[config.mk]
export PLATFORM = sky130hd
export DESIGN_NAME = rcm_monitor
export DESIGN_NICKNAME = d
export VERILOG_FILES = /design/src/pkg/rcm_pkg.sv /design/src/rcm_channel.sv /design/src/rcm_monitor.sv
export SDC_FILE = /design/constraint.sdc
export NUM_CORES = 1
export LEC_CHECK = 0
export ABC_CLOCK_PERIOD_IN_PS = 10500
export BUFFER_PORTS_ARGS = -buffer_cell sky130_fd_sc_hd__buf_2
export CAP_MARGIN = 20
export CELL_PAD_IN_SITES_DETAIL_PLACEMENT = 0
export CELL_PAD_IN_SITES_GLOBAL_PLACEMENT = 1
export CORE_MARGIN = 2
export CORE_UTILIZATION = 51
export CTS_BUF_LIST = sky130_fd_sc_hd__clkbuf_4 sky130_fd_sc_hd__clkbuf_8 sky130_fd_sc_hd__clkbuf_16
export DETAILED_ROUTE_END_ITERATION = 6
export GPL_TIMING_DRIVEN = 0
export PLACE_DENSITY_LB_ADDON = 0.2
export SYNTH_ARGS = -nofsm -noshare
export SYNTH_HDL_FRONTEND = slang
export SYNTH_SLANG_ARGS = --single-unit
[constraint.sdc]
create_clock -name CLK -period 10.5 [get_ports CLK]
set_clock_uncertainty 0.05 [all_clocks]
set_input_delay 1.05 -clock CLK [delete_from_list [all_inputs] [get_ports CLK]]
set_output_delay 1.05 -clock CLK [all_outputs]
set_load 0.03 [all_outputs]
[src/pkg/rcm_pkg.sv]
// ----------------------------------------------------------------
// Constants for the rate-of-change monitor
// ----------------------------------------------------------------
package rcm_pkg;
    // Register offsets
    localparam logic [7:0] RCM_ADDR_GAIN = 8'h3d;
    localparam logic [7:0] RCM_ADDR_CONFIG = 8'h3e;
    localparam logic [7:0] RCM_ADDR_STATUS = 8'h3f;
    localparam logic [7:0] RCM_ADDR_RES_HI_CH1 = 8'h40;
    localparam logic [7:0] RCM_ADDR_LIM_HI_CH1 = 8'h41;
    localparam logic [7:0] RCM_ADDR_LIM_LO_CH1 = 8'h42;
    localparam logic [7:0] RCM_ADDR_SMPL_CH1 = 8'h43;
    localparam logic [7:0] RCM_ADDR_RES_HI_CH2 = 8'h44;
    localparam logic [7:0] RCM_ADDR_RES_LO = 8'h45;
    localparam logic [7:0] RCM_ADDR_LIM_HI_CH2 = 8'h46;
    localparam logic [7:0] RCM_ADDR_LIM_LO_CH2 = 8'h47;
    localparam logic [7:0] RCM_ADDR_SMPL_CH2 = 8'h48;
    // Value of every register after reset
    localparam logic [7:0] RCM_RST_BYTE = 8'h00;
    // Configuration fields
    localparam int RCM_CFG_EN_BIT = 5;
    localparam int RCM_CFG_SUP2_BIT = 4;
    localparam int RCM_CFG_SUP1_BIT = 3;
    localparam int RCM_CFG_HYST_LSB = 0;
    localparam int RCM_CFG_WIDTH = 6;
    // Gain fields, three bits per channel
    localparam int RCM_GAIN_CH1_LSB = 0;
    localparam int RCM_GAIN_CH2_LSB = 3;
    // Status fields, channel 2 one bit above channel 1
    localparam int RCM_ST_LO_CH1 = 0;
    localparam int RCM_ST_HI_CH1 = 2;
    localparam int RCM_ST_PAR_CH1 = 4;
    localparam int RCM_ST_REV_CH1 = 6;
    // Low limit nibble position
    localparam int RCM_LIM_LO_LSB = 4;
    // Sample codes at or above this select the longest period
    localparam logic [3:0] RCM_SMPL_MAX_CODE = 4'h8;
    // Hysteresis per code in 0.125 degree steps
    localparam logic [5:0] RCM_HYST_STEPS [8] = '{6'h00, 6'h01, 6'h02,
        6'h04, 6'h08, 6'h10, 6'h18, 6'h20};
    // Channel sequencer states
    typedef enum logic {RCM_IDLE, RCM_RUN} rcm_state_type;
endpackage

[src/rcm_channel.sv]
`timescale 1ns/1ps
// ----------------------------------------------------------------
// One channel: slope tracking, period count, scaled difference
// ----------------------------------------------------------------
module rcm_channel #(
    parameter int W = 12
) (
    input wire logic clk,
    input wire logic rst_n,
    input wire logic enable,
    input wire logic sample_valid,
    input wire logic [W-1:0] sample_temp,
    input wire logic [2:0] gain_code,
    input wire logic [2:0] hyst_code,
    input wire logic [3:0] count_code,
    input wire logic [W-1:0] limit,
    output logic done,
    output logic [W-1:0] result,
    output logic reversed,
    output logic parity,
    output logic over_hi,
    output logic over_lo
);
    rcm_pkg::rcm_state_type state_q, state_d; // Sequencer
    logic [W-1:0] first_q, first_d; // First sample of period
    logic [W-1:0] ext_q, ext_d; // Extreme in current direction
    logic dir_q, dir_d; // One while falling
    logic dir_ok_q, dir_ok_d; // Direction known
    logic rev_q, rev_d, par_q, par_d; // Period reversal state
    logic [8:0] cnt_q, cnt_d; // Intervals taken
    logic done_d, reversed_d, parity_d, hi_d, lo_d;
    logic [W-1:0] result_d;
    logic [8:0] span; // Intervals per period
    logic signed [W:0] dev, tot, hs; // Deviation, total, hysteresis
    logic [W+7:0] scaled; // Difference after gain
    logic [W-1:0] sat; // Saturated result
    logic [W:0] mag; // Magnitude of result
    logic last; // This sample closes the period

    // ----------------------------------------------------------------
    // Next state
    // ----------------------------------------------------------------
    always_comb begin
        hs = $signed({{(W-5){1'b0}}, rcm_pkg::RCM_HYST_STEPS[hyst_code]});
        if (count_code >= rcm_pkg::RCM_SMPL_MAX_CODE) begin
            span = 9'h100;
        end else begin
            span = 9'h001 << count_code[2:0];
        end
        dev = $signed({sample_temp[W-1], sample_temp} - {ext_q[W-1], ext_q});
        tot = $signed({sample_temp[W-1], sample_temp} - {first_q[W-1], first_q});
        scaled = {{7{tot[W]}}, tot} << gain_code;
        // Clamp rather than wrap so a steep slope never reads as shallow
        if (!scaled[W+7] && (|scaled[W+6:W-1])) begin
            sat = {1'b0, {(W-1){1'b1}}};
        end else if (scaled[W+7] && !(&scaled[W+6:W-1])) begin
            sat = {1'b1, {(W-1){1'b0}}};
        end else begin
            sat = scaled[W-1:0];
        end
        mag = sat[W-1] ? (~{sat[W-1], sat}) + 1'b1 : {1'b0, sat};
        last = (cnt_q + 9'h001) == span;
        state_d = state_q;
        first_d = first_q;
        ext_d = ext_q;
        dir_d = dir_q;
        dir_ok_d = dir_ok_q;
        rev_d = rev_q;
        par_d = par_q;
        cnt_d = cnt_q;
        done_d = 1'b0;
        result_d = result;
        reversed_d = reversed;
        parity_d = parity;
        hi_d = over_hi;
        lo_d = over_lo;
        if (!enable) begin
            // Disabled: restart from a fresh first sample later
            state_d = rcm_pkg::RCM_IDLE;
            cnt_d = 9'h000;
            rev_d = 1'b0;
            par_d = 1'b0;
            dir_ok_d = 1'b0;
        end else if (sample_valid) begin
            case (state_q)
                rcm_pkg::RCM_IDLE: begin
                    state_d = rcm_pkg::RCM_RUN;
                    first_d = sample_temp;
                    ext_d = sample_temp;
                end
                rcm_pkg::RCM_RUN: begin
                    cnt_d = cnt_q + 9'h001;
                    if (!dir_ok_q) begin
                        // Direction set by first move past hysteresis
                        if (dev > hs || dev < -hs) begin
                            dir_ok_d = 1'b1;
                            dir_d = dev[W];
                            ext_d = sample_temp;
                        end
                    end else if (!dir_q ? dev > 0 : dev < 0) begin
                        ext_d = sample_temp;
                    end else if (!dir_q ? dev < -hs : dev > hs) begin
                        rev_d = 1'b1;
                        par_d = ~par_q;
                        dir_d = ~dir_q;
                        ext_d = sample_temp;
                    end
                    if (last) begin
                        done_d = 1'b1;
                        result_d = sat;
                        reversed_d = rev_d;
                        parity_d = par_d;
                        hi_d = !sat[W-1] && mag > {1'b0, limit};
                        lo_d = sat[W-1] && mag > {1'b0, limit};
                        first_d = sample_temp;
                        ext_d = sample_temp;
                        cnt_d = 9'h000;
                        rev_d = 1'b0;
                        par_d = 1'b0;
                        dir_ok_d = 1'b0;
                    end
                end
                default: state_d = rcm_pkg::RCM_IDLE;
            endcase
        end
    end

    // ----------------------------------------------------------------
    // Registers
    // ----------------------------------------------------------------
    always_ff @(posedge clk) begin
        if (!rst_n) begin
            state_q <= rcm_pkg::RCM_IDLE;
            first_q <= '0;
            ext_q <= '0;
            dir_q <= 1'b0;
            dir_ok_q <= 1'b0;
            rev_q <= 1'b0;
            par_q <= 1'b0;
            cnt_q <= 9'h000;
            done <= 1'b0;
            result <= '0;
            reversed <= 1'b0;
            parity <= 1'b0;
            over_hi <= 1'b0;
            over_lo <= 1'b0;
        end else begin
            state_q <= state_d;
            first_q <= first_d;
            ext_q <= ext_d;
            dir_q <= dir_d;
            dir_ok_q <= dir_ok_d;
            rev_q <= rev_d;
            par_q <= par_d;
            cnt_q <= cnt_d;
            done <= done_d;
            result <= result_d;
            reversed <= reversed_d;
            parity <= parity_d;
            over_hi <= hi_d;
            over_lo <= lo_d;
        end
    end
endmodule

[src/rcm_monitor.sv]
`timescale 1ns/1ps
module rcm_monitor #(
    parameter int W = 12
) (
    input wire logic CLK,
    input wire logic RST_N,
    input wire logic [7:0] REG_ADDR,
    input wire logic REG_WR,
    input wire logic REG_RD,
    input wire logic [7:0] REG_WDATA,
    output logic [7:0] REG_RDATA,
    input wire logic CH1_SAMPLE_VALID,
    input wire logic [W-1:0] CH1_SAMPLE_TEMP,
    input wire logic CH2_SAMPLE_VALID,
    input wire logic [W-1:0] CH2_SAMPLE_TEMP,
    output logic ALERT_N
);
    // ----------------------------------------------------------------
    // Storage
    // ----------------------------------------------------------------
    logic [7:0] gain_q, gain_d; // Gain codes, both channels
    logic [rcm_pkg::RCM_CFG_WIDTH-1:0] cfg_q, cfg_d; // Enable, masks, hysteresis
    logic [1:0][7:0] lim_hi_q, lim_hi_d; // Limit upper bytes
    logic [1:0][3:0] lim_lo_q, lim_lo_d; // Limit low nibbles
    logic [1:0][3:0] smpl_q, smpl_d; // Sample count codes
    logic [3:0] st_q, st_d; // Sticky high and low flags
    logic [7:0] rdata_d; // Read data next
    logic alert_n_d; // Alert next, active low
    logic rd_status; // Status read in progress
    logic [3:0] ev; // Flag set events this cycle
    logic [3:0] mask4; // Suppress per status bit

    // ----------------------------------------------------------------
    // Channel wiring
    // ----------------------------------------------------------------
    logic [1:0] ch_valid; // Sample strobes
    logic [1:0][W-1:0] ch_temp; // Sample values
    logic [1:0] ch_done; // Period closed, one cycle
    logic [1:0][W-1:0] ch_res; // Latest results
    logic [1:0] ch_rev; // Slope reversed in last period
    logic [1:0] ch_par; // Odd reversal count
    logic [1:0] ch_hi; // Result above limit
    logic [1:0] ch_lo; // Result below negative limit

    assign ch_valid = {CH2_SAMPLE_VALID, CH1_SAMPLE_VALID};
    assign ch_temp = {CH2_SAMPLE_TEMP, CH1_SAMPLE_TEMP};

    // Two identical channels, gain field three bits apart
    for (genvar g = 0; g < 2; g++) begin : g_ch
        rcm_channel #(
            .W(W)
        ) u_ch (
            .clk(CLK),
            .rst_n(RST_N),
            .enable(cfg_q[rcm_pkg::RCM_CFG_EN_BIT]),
            .sample_valid(ch_valid[g]),
            .sample_temp(ch_temp[g]),
            .gain_code(gain_q[rcm_pkg::RCM_GAIN_CH1_LSB + 3*g +: 3]),
            .hyst_code(cfg_q[rcm_pkg::RCM_CFG_HYST_LSB +: 3]),
            .count_code(smpl_q[g]),
            .limit({lim_hi_q[g], lim_lo_q[g]}),
            .done(ch_done[g]),
            .result(ch_res[g]),
            .reversed(ch_rev[g]),
            .parity(ch_par[g]),
            .over_hi(ch_hi[g]),
            .over_lo(ch_lo[g])
        );
    end

    // ----------------------------------------------------------------
    // Register writes, flags and alert
    // ----------------------------------------------------------------
    always_comb begin
        gain_d = gain_q;
        cfg_d = cfg_q;
        lim_hi_d = lim_hi_q;
        lim_lo_d = lim_lo_q;
        smpl_d = smpl_q;
        if (REG_WR) begin
            case (REG_ADDR)
                rcm_pkg::RCM_ADDR_GAIN: gain_d = REG_WDATA;
                // Upper config bits are not stored and read as zero
                rcm_pkg::RCM_ADDR_CONFIG: cfg_d = REG_WDATA[rcm_pkg::RCM_CFG_WIDTH-1:0];
                rcm_pkg::RCM_ADDR_LIM_HI_CH1: lim_hi_d[0] = REG_WDATA;
                rcm_pkg::RCM_ADDR_LIM_HI_CH2: lim_hi_d[1] = REG_WDATA;
                rcm_pkg::RCM_ADDR_LIM_LO_CH1: begin
                    lim_lo_d[0] = REG_WDATA[rcm_pkg::RCM_LIM_LO_LSB +: 4];
                end
                rcm_pkg::RCM_ADDR_LIM_LO_CH2: begin
                    lim_lo_d[1] = REG_WDATA[rcm_pkg::RCM_LIM_LO_LSB +: 4];
                end
                rcm_pkg::RCM_ADDR_SMPL_CH1: smpl_d[0] = REG_WDATA[3:0];
                rcm_pkg::RCM_ADDR_SMPL_CH2: smpl_d[1] = REG_WDATA[3:0];
                // Status, results and unmapped offsets ignore writes
                default: gain_d = gain_q;
            endcase
        end
        rd_status = REG_RD && REG_ADDR == rcm_pkg::RCM_ADDR_STATUS;
        // Events come only when a period closes
        ev = {ch_done[1] & ch_hi[1], ch_done[0] & ch_hi[0],
              ch_done[1] & ch_lo[1], ch_done[0] & ch_lo[0]};
        // Set wins over the read clear so no event is lost
        st_d = (rd_status ? 4'h0 : st_q) | ev;
        mask4 = {cfg_d[rcm_pkg::RCM_CFG_SUP2_BIT], cfg_d[rcm_pkg::RCM_CFG_SUP1_BIT],
                 cfg_d[rcm_pkg::RCM_CFG_SUP2_BIT], cfg_d[rcm_pkg::RCM_CFG_SUP1_BIT]};
        // Alert tracks unsuppressed sticky flags; read drops it
        alert_n_d = !(|(st_d & ~mask4));
    end

    // ----------------------------------------------------------------
    // Read mux, data held until the next read
    // ----------------------------------------------------------------
    always_comb begin
        rdata_d = REG_RDATA;
        if (REG_RD) begin
            case (REG_ADDR)
                rcm_pkg::RCM_ADDR_GAIN: rdata_d = gain_q;
                rcm_pkg::RCM_ADDR_CONFIG: rdata_d = {2'h0, cfg_q};
                rcm_pkg::RCM_ADDR_STATUS: begin
                    rdata_d = {ch_rev[1], ch_rev[0], ch_par[1], ch_par[0], st_q};
                end
                rcm_pkg::RCM_ADDR_RES_HI_CH1: rdata_d = ch_res[0][W-1:W-8];
                rcm_pkg::RCM_ADDR_RES_HI_CH2: rdata_d = ch_res[1][W-1:W-8];
                rcm_pkg::RCM_ADDR_RES_LO: rdata_d = {ch_res[1][3:0], ch_res[0][3:0]};
                rcm_pkg::RCM_ADDR_LIM_HI_CH1: rdata_d = lim_hi_q[0];
                rcm_pkg::RCM_ADDR_LIM_HI_CH2: rdata_d = lim_hi_q[1];
                rcm_pkg::RCM_ADDR_LIM_LO_CH1: rdata_d = {lim_lo_q[0], 4'h0};
                rcm_pkg::RCM_ADDR_LIM_LO_CH2: rdata_d = {lim_lo_q[1], 4'h0};
                rcm_pkg::RCM_ADDR_SMPL_CH1: rdata_d = {4'h0, smpl_q[0]};
                rcm_pkg::RCM_ADDR_SMPL_CH2: rdata_d = {4'h0, smpl_q[1]};
                // Unmapped offsets read as zero
                default: rdata_d = 8'h00;
            endcase
        end
    end

    // ----------------------------------------------------------------
    // Register stage
    // ----------------------------------------------------------------
    always_ff @(posedge CLK) begin
        if (!RST_N) begin
            gain_q <= rcm_pkg::RCM_RST_BYTE;
            cfg_q <= rcm_pkg::RCM_RST_BYTE[rcm_pkg::RCM_CFG_WIDTH-1:0];
            lim_hi_q <= {2{rcm_pkg::RCM_RST_BYTE}};
            lim_lo_q <= {2{rcm_pkg::RCM_RST_BYTE[3:0]}};
            smpl_q <= {2{rcm_pkg::RCM_RST_BYTE[3:0]}};
            st_q <= rcm_pkg::RCM_RST_BYTE[3:0];
            REG_RDATA <= rcm_pkg::RCM_RST_BYTE;
            ALERT_N <= 1'b1;
        end else begin
            gain_q <= gain_d;
            cfg_q <= cfg_d;
            lim_hi_q <= lim_hi_d;
            lim_lo_q <= lim_lo_d;
            smpl_q <= smpl_d;
            st_q <= st_d;
            REG_RDATA <= rdata_d;
            ALERT_N <= alert_n_d;
        end
    end
endmodule

==> flow_metrics.env <==
export IMPL_final_max_slew_viol_count=0
export IMPL_drt_antenna_violating_nets=0
export IMPL_grt_max_degree=17
export IMPL_r2r_end="g_ch[0].u_ch.over_hi"
export IMPL_status="completed"
export IMPL_routabilityCongestion=0.9807
export IMPL_clk_latency_ns=0.44
export IMPL_cts_setup_buffers=0
export IMPL_hold_depth=2
export IMPL_ff2ff_path_depth=24
export IMPL_ys_ff_latch=169
export IMPL_end_kind="flop"
export IMPL_cellPowerDensity_nw_per_um2=104.2
export IMPL_syn_area_um2=14670
export IMPL_worstPathMaxFanout=10
export IMPL_rsz0062_at_grt="false"
export IMPL_seqCellArea_um2=3383
export IMPL_setup_viol=0
export IMPL_cts_resized=0
export IMPL_hold_viol=0
export IMPL_num_nets_final=2207
export IMPL_dp_hpwl_um=36180
export IMPL_hp_start="g_ch[0].u_ch.ext_q[3]"
export IMPL_htreeDepth=4
export IMPL_cts_path_max_buffers=2
export IMPL_fmax_ghz=0.1313
export IMPL_crit_top_cell="ha_1"
export IMPL_slowest_delay_ns=0.73
export IMPL_clk_pin_slew_worst_paths_ns=0.07
export IMPL_dieHeight_um=173.6
export IMPL_timing_final_crit_share_pct=72.53
export IMPL_synth_edf_count=0
export IMPL_drive_gt1_share_pct=7.209
export IMPL_cp_start_kind="input port"
export IMPL_initial_core_util_pct=51.39
export IMPL_timing_rr_start="g_ch[0].u_ch.first_q[0]"
export IMPL_hold_buffers=0
export IMPL_totalWireLength_um=46510
export IMPL_antenna_found_initial=1
export IMPL_postSynthAreaPerCell_um2=7.458
export IMPL_ys_top_cells_by_count="nand2_1, nor2_1, a21oi_1, dfxtp_1, inv_1"
export IMPL_yosysSeqAreaShare_pct=23.06
export IMPL_drc=0
export IMPL_drv_cap=0
export IMPL_portBuffers=50
export IMPL_fin_crit_ns=7.615
export IMPL_critPathArrivalTime_ns=7.93
export IMPL_cpMaxStageDelayCell="a2111oi_0"
export IMPL_slew_headroom_pct=35.57
export IMPL_grt_total_usage_pct=30.92
export IMPL_fillers=2877
export IMPL_core_um2=28550
export IMPL_drtIter0Drc=1579
export IMPL_ys_flop_type="dfxtp_1"
export IMPL_worst_path_buf_inv=4
export IMPL_vdd_ir_drop_max_v=0.0001449
export IMPL_startpoint="CH1_SAMPLE_TEMP[0]"
export IMPL_yosysTopAreaCell="dfxtp_1"
export IMPL_ys_warn_count=0
export IMPL_leakagePower_nw=6.001
export IMPL_vias=15140
export IMPL_ys_types=106
export IMPL_grt_pass1_wl_um=75910
export IMPL_wl_per_cell_um=19.08
export IMPL_fp_row_count=62
export IMPL_crit_type="input port to flop"
export IMPL_hold_class="flop to flop"
export IMPL_cts_made_buffers=17
export IMPL_total_power_w=0.001667
export IMPL_grt_overflow_total=0
export IMPL_synth_most_common_cell="nand2_1"
export IMPL_multi_input_comb_area_um2=10370
export IMPL_root_buffer="clkbuf_16"
export IMPL_syn_nets=2133
export IMPL_path_delay_family="compound AO/OA/AOI/OAI gates"
export IMPL_hold_end="g_ch[0].u_ch.ext_q[3]"
export IMPL_avgViaCountPerCell=6.210
export IMPL_die_area_um2=30140
export IMPL_area_growth_pct=9.101
export IMPL_cts_tree="built"
export IMPL_synthTopCellsByArea="dfxtp_1, ha_1, a21oi_1"
export IMPL_synth_top_area_share_pct=23.06
export IMPL_cts_sinks=169
export IMPL_fp_dieW_um=173.6
export IMPL_required_ns=10.82
export IMPL_tightest_slew_ns=0.9665
export IMPL_first_global_vias=14370
export IMPL_drt_pass1_iter_count=6
export IMPL_timing_setup_tns_ns=0
export IMPL_synthArstFlopShare_pct=0
export IMPL_io_pins=55
export IMPL_synthCells=1967
export IMPL_r2r_slack_ns=3.43
==> how the worst max path moves through the flow <==
stage,to,slack [ns],depth (start not counted)
floorplan,g_ch[0].u_ch.over_lo,4.21,27
global placement,g_ch[0].u_ch.over_hi,2.74,26
detailed placement,g_ch[0].u_ch.over_hi,2.69,26
CTS,g_ch[0].u_ch.over_hi,3.12,26
global route,g_ch[0].u_ch.over_hi,2.65,26
finish,g_ch[0].u_ch.over_hi,2.88,26
==> stage by stage <==
step | util [%] | cells | hold slack [ns] | cell area, um^2 | setup WS (ns)
after floorplan | - | 1967 | 0.3857 | 14670 | 4.207
after global placement | 53.95 | 2401 | 0.3941 | 15400 | 2.739
after detailed placement | 53.98 | 2403 | 0.3966 | 15410 | 2.695
after CTS | 56.00 | 2434 | 0.4073 | 15990 | 3.118
after global routing | 56.06 | 2437 | 0.4303 | 16000 | 2.648
final | 56.07 | 2438 | 0.4077 | 16010 | 2.885
==> tightest hold or removal path, stage by stage (launching register included) <==
cell and delay, ns:
dfxtp_1 0.31, nand2_1 0.05, mux2i_1 0.05
==> final cells by class <==
type / instances / area share, %
multi-input combinational: 1572 / 64.80
sequential: 169 / 21.14
tap: 384 / 3.002
buffer: 104 / 2.861
inverter: 122 / 2.861
clock buffer: 18 / 2.744
timing repair buffer: 55 / 1.735
clock inverter: 13 / 0.8443
antenna: 1 / 0.01563
==> cells by family (layout without fill, tap and decap cells) <==
family / after synthesis / count (layout) / share of synthesized area (%)
AND/OR/NAND/NOR: 736 / 736 / 24.09
AO/OA/AOI/OAI: 616 / 616 / 29.42
buffers and inverters: 226 / 312 / 6.243
flip-flops: 169 / 169 / 23.06
adder cells (fa/ha/maj): 120 / 120 / 10.44
multiplexers: 57 / 57 / 4.188
XOR/XNOR: 43 / 43 / 2.567
other: 0 / 1 / 0
==> state kept, by name, summed over array words and instances, names as in the netlist <==
signal,count
g_ch.u_ch.ext_q,24
g_ch.u_ch.first_q,24
g_ch.u_ch.result,24
g_ch.u_ch.cnt_q,18
lim_hi_q,16
REG_RDATA,8
gain_q,8
lim_lo_q,8
smpl_q,8
cfg_q,6
st_q,4
g_ch.u_ch.dir_ok_q,2
g_ch.u_ch.dir_q,2
g_ch.u_ch.done,2
g_ch.u_ch.over_hi,2
g_ch.u_ch.over_lo,2
g_ch.u_ch.par_q,2
g_ch.u_ch.parity,2
g_ch.u_ch.rev_q,2
g_ch.u_ch.reversed,2
g_ch.u_ch.state_q,2
ALERT_N,1
==> layout by cell type, fill, tap and decap left out, types with 17 or more instances in the layout <==
cell type	count
a211oi_1	33
ha_1	116
nor2b_1	23
buf_2	57
o21ai_0	84
a21oi_1	175
a21o_1	24
dfxtp_1	169
nand2_1	224
xor2_1	18
nand3_1	83
a31oi_1	21
o21a_1	36
o31ai_1	19
nor4_1	17
mux2i_1	49
inv_1	120
clkbuf_16	17
a22oi_1	17
nand2b_1	28
nor3_1	53
xnor2_1	25
nor2_1	188
a221oi_1	18
clkbuf_1	88
o211ai_1	17
==> per-layer routing <==
metal  wire length [um]  GRT usage (%)
met1              20910          42.17
met2              21180          50.17
met3               3057          4.715
met4               1355          10.08
met5                  0              0
==> power breakdown <==
group,switching [W],internal (W)
clock network,0.000303,0.000340
registers,0.000000806,0.000641
logic,0.000241,0.000141
(Power assumes the default switching activity.)
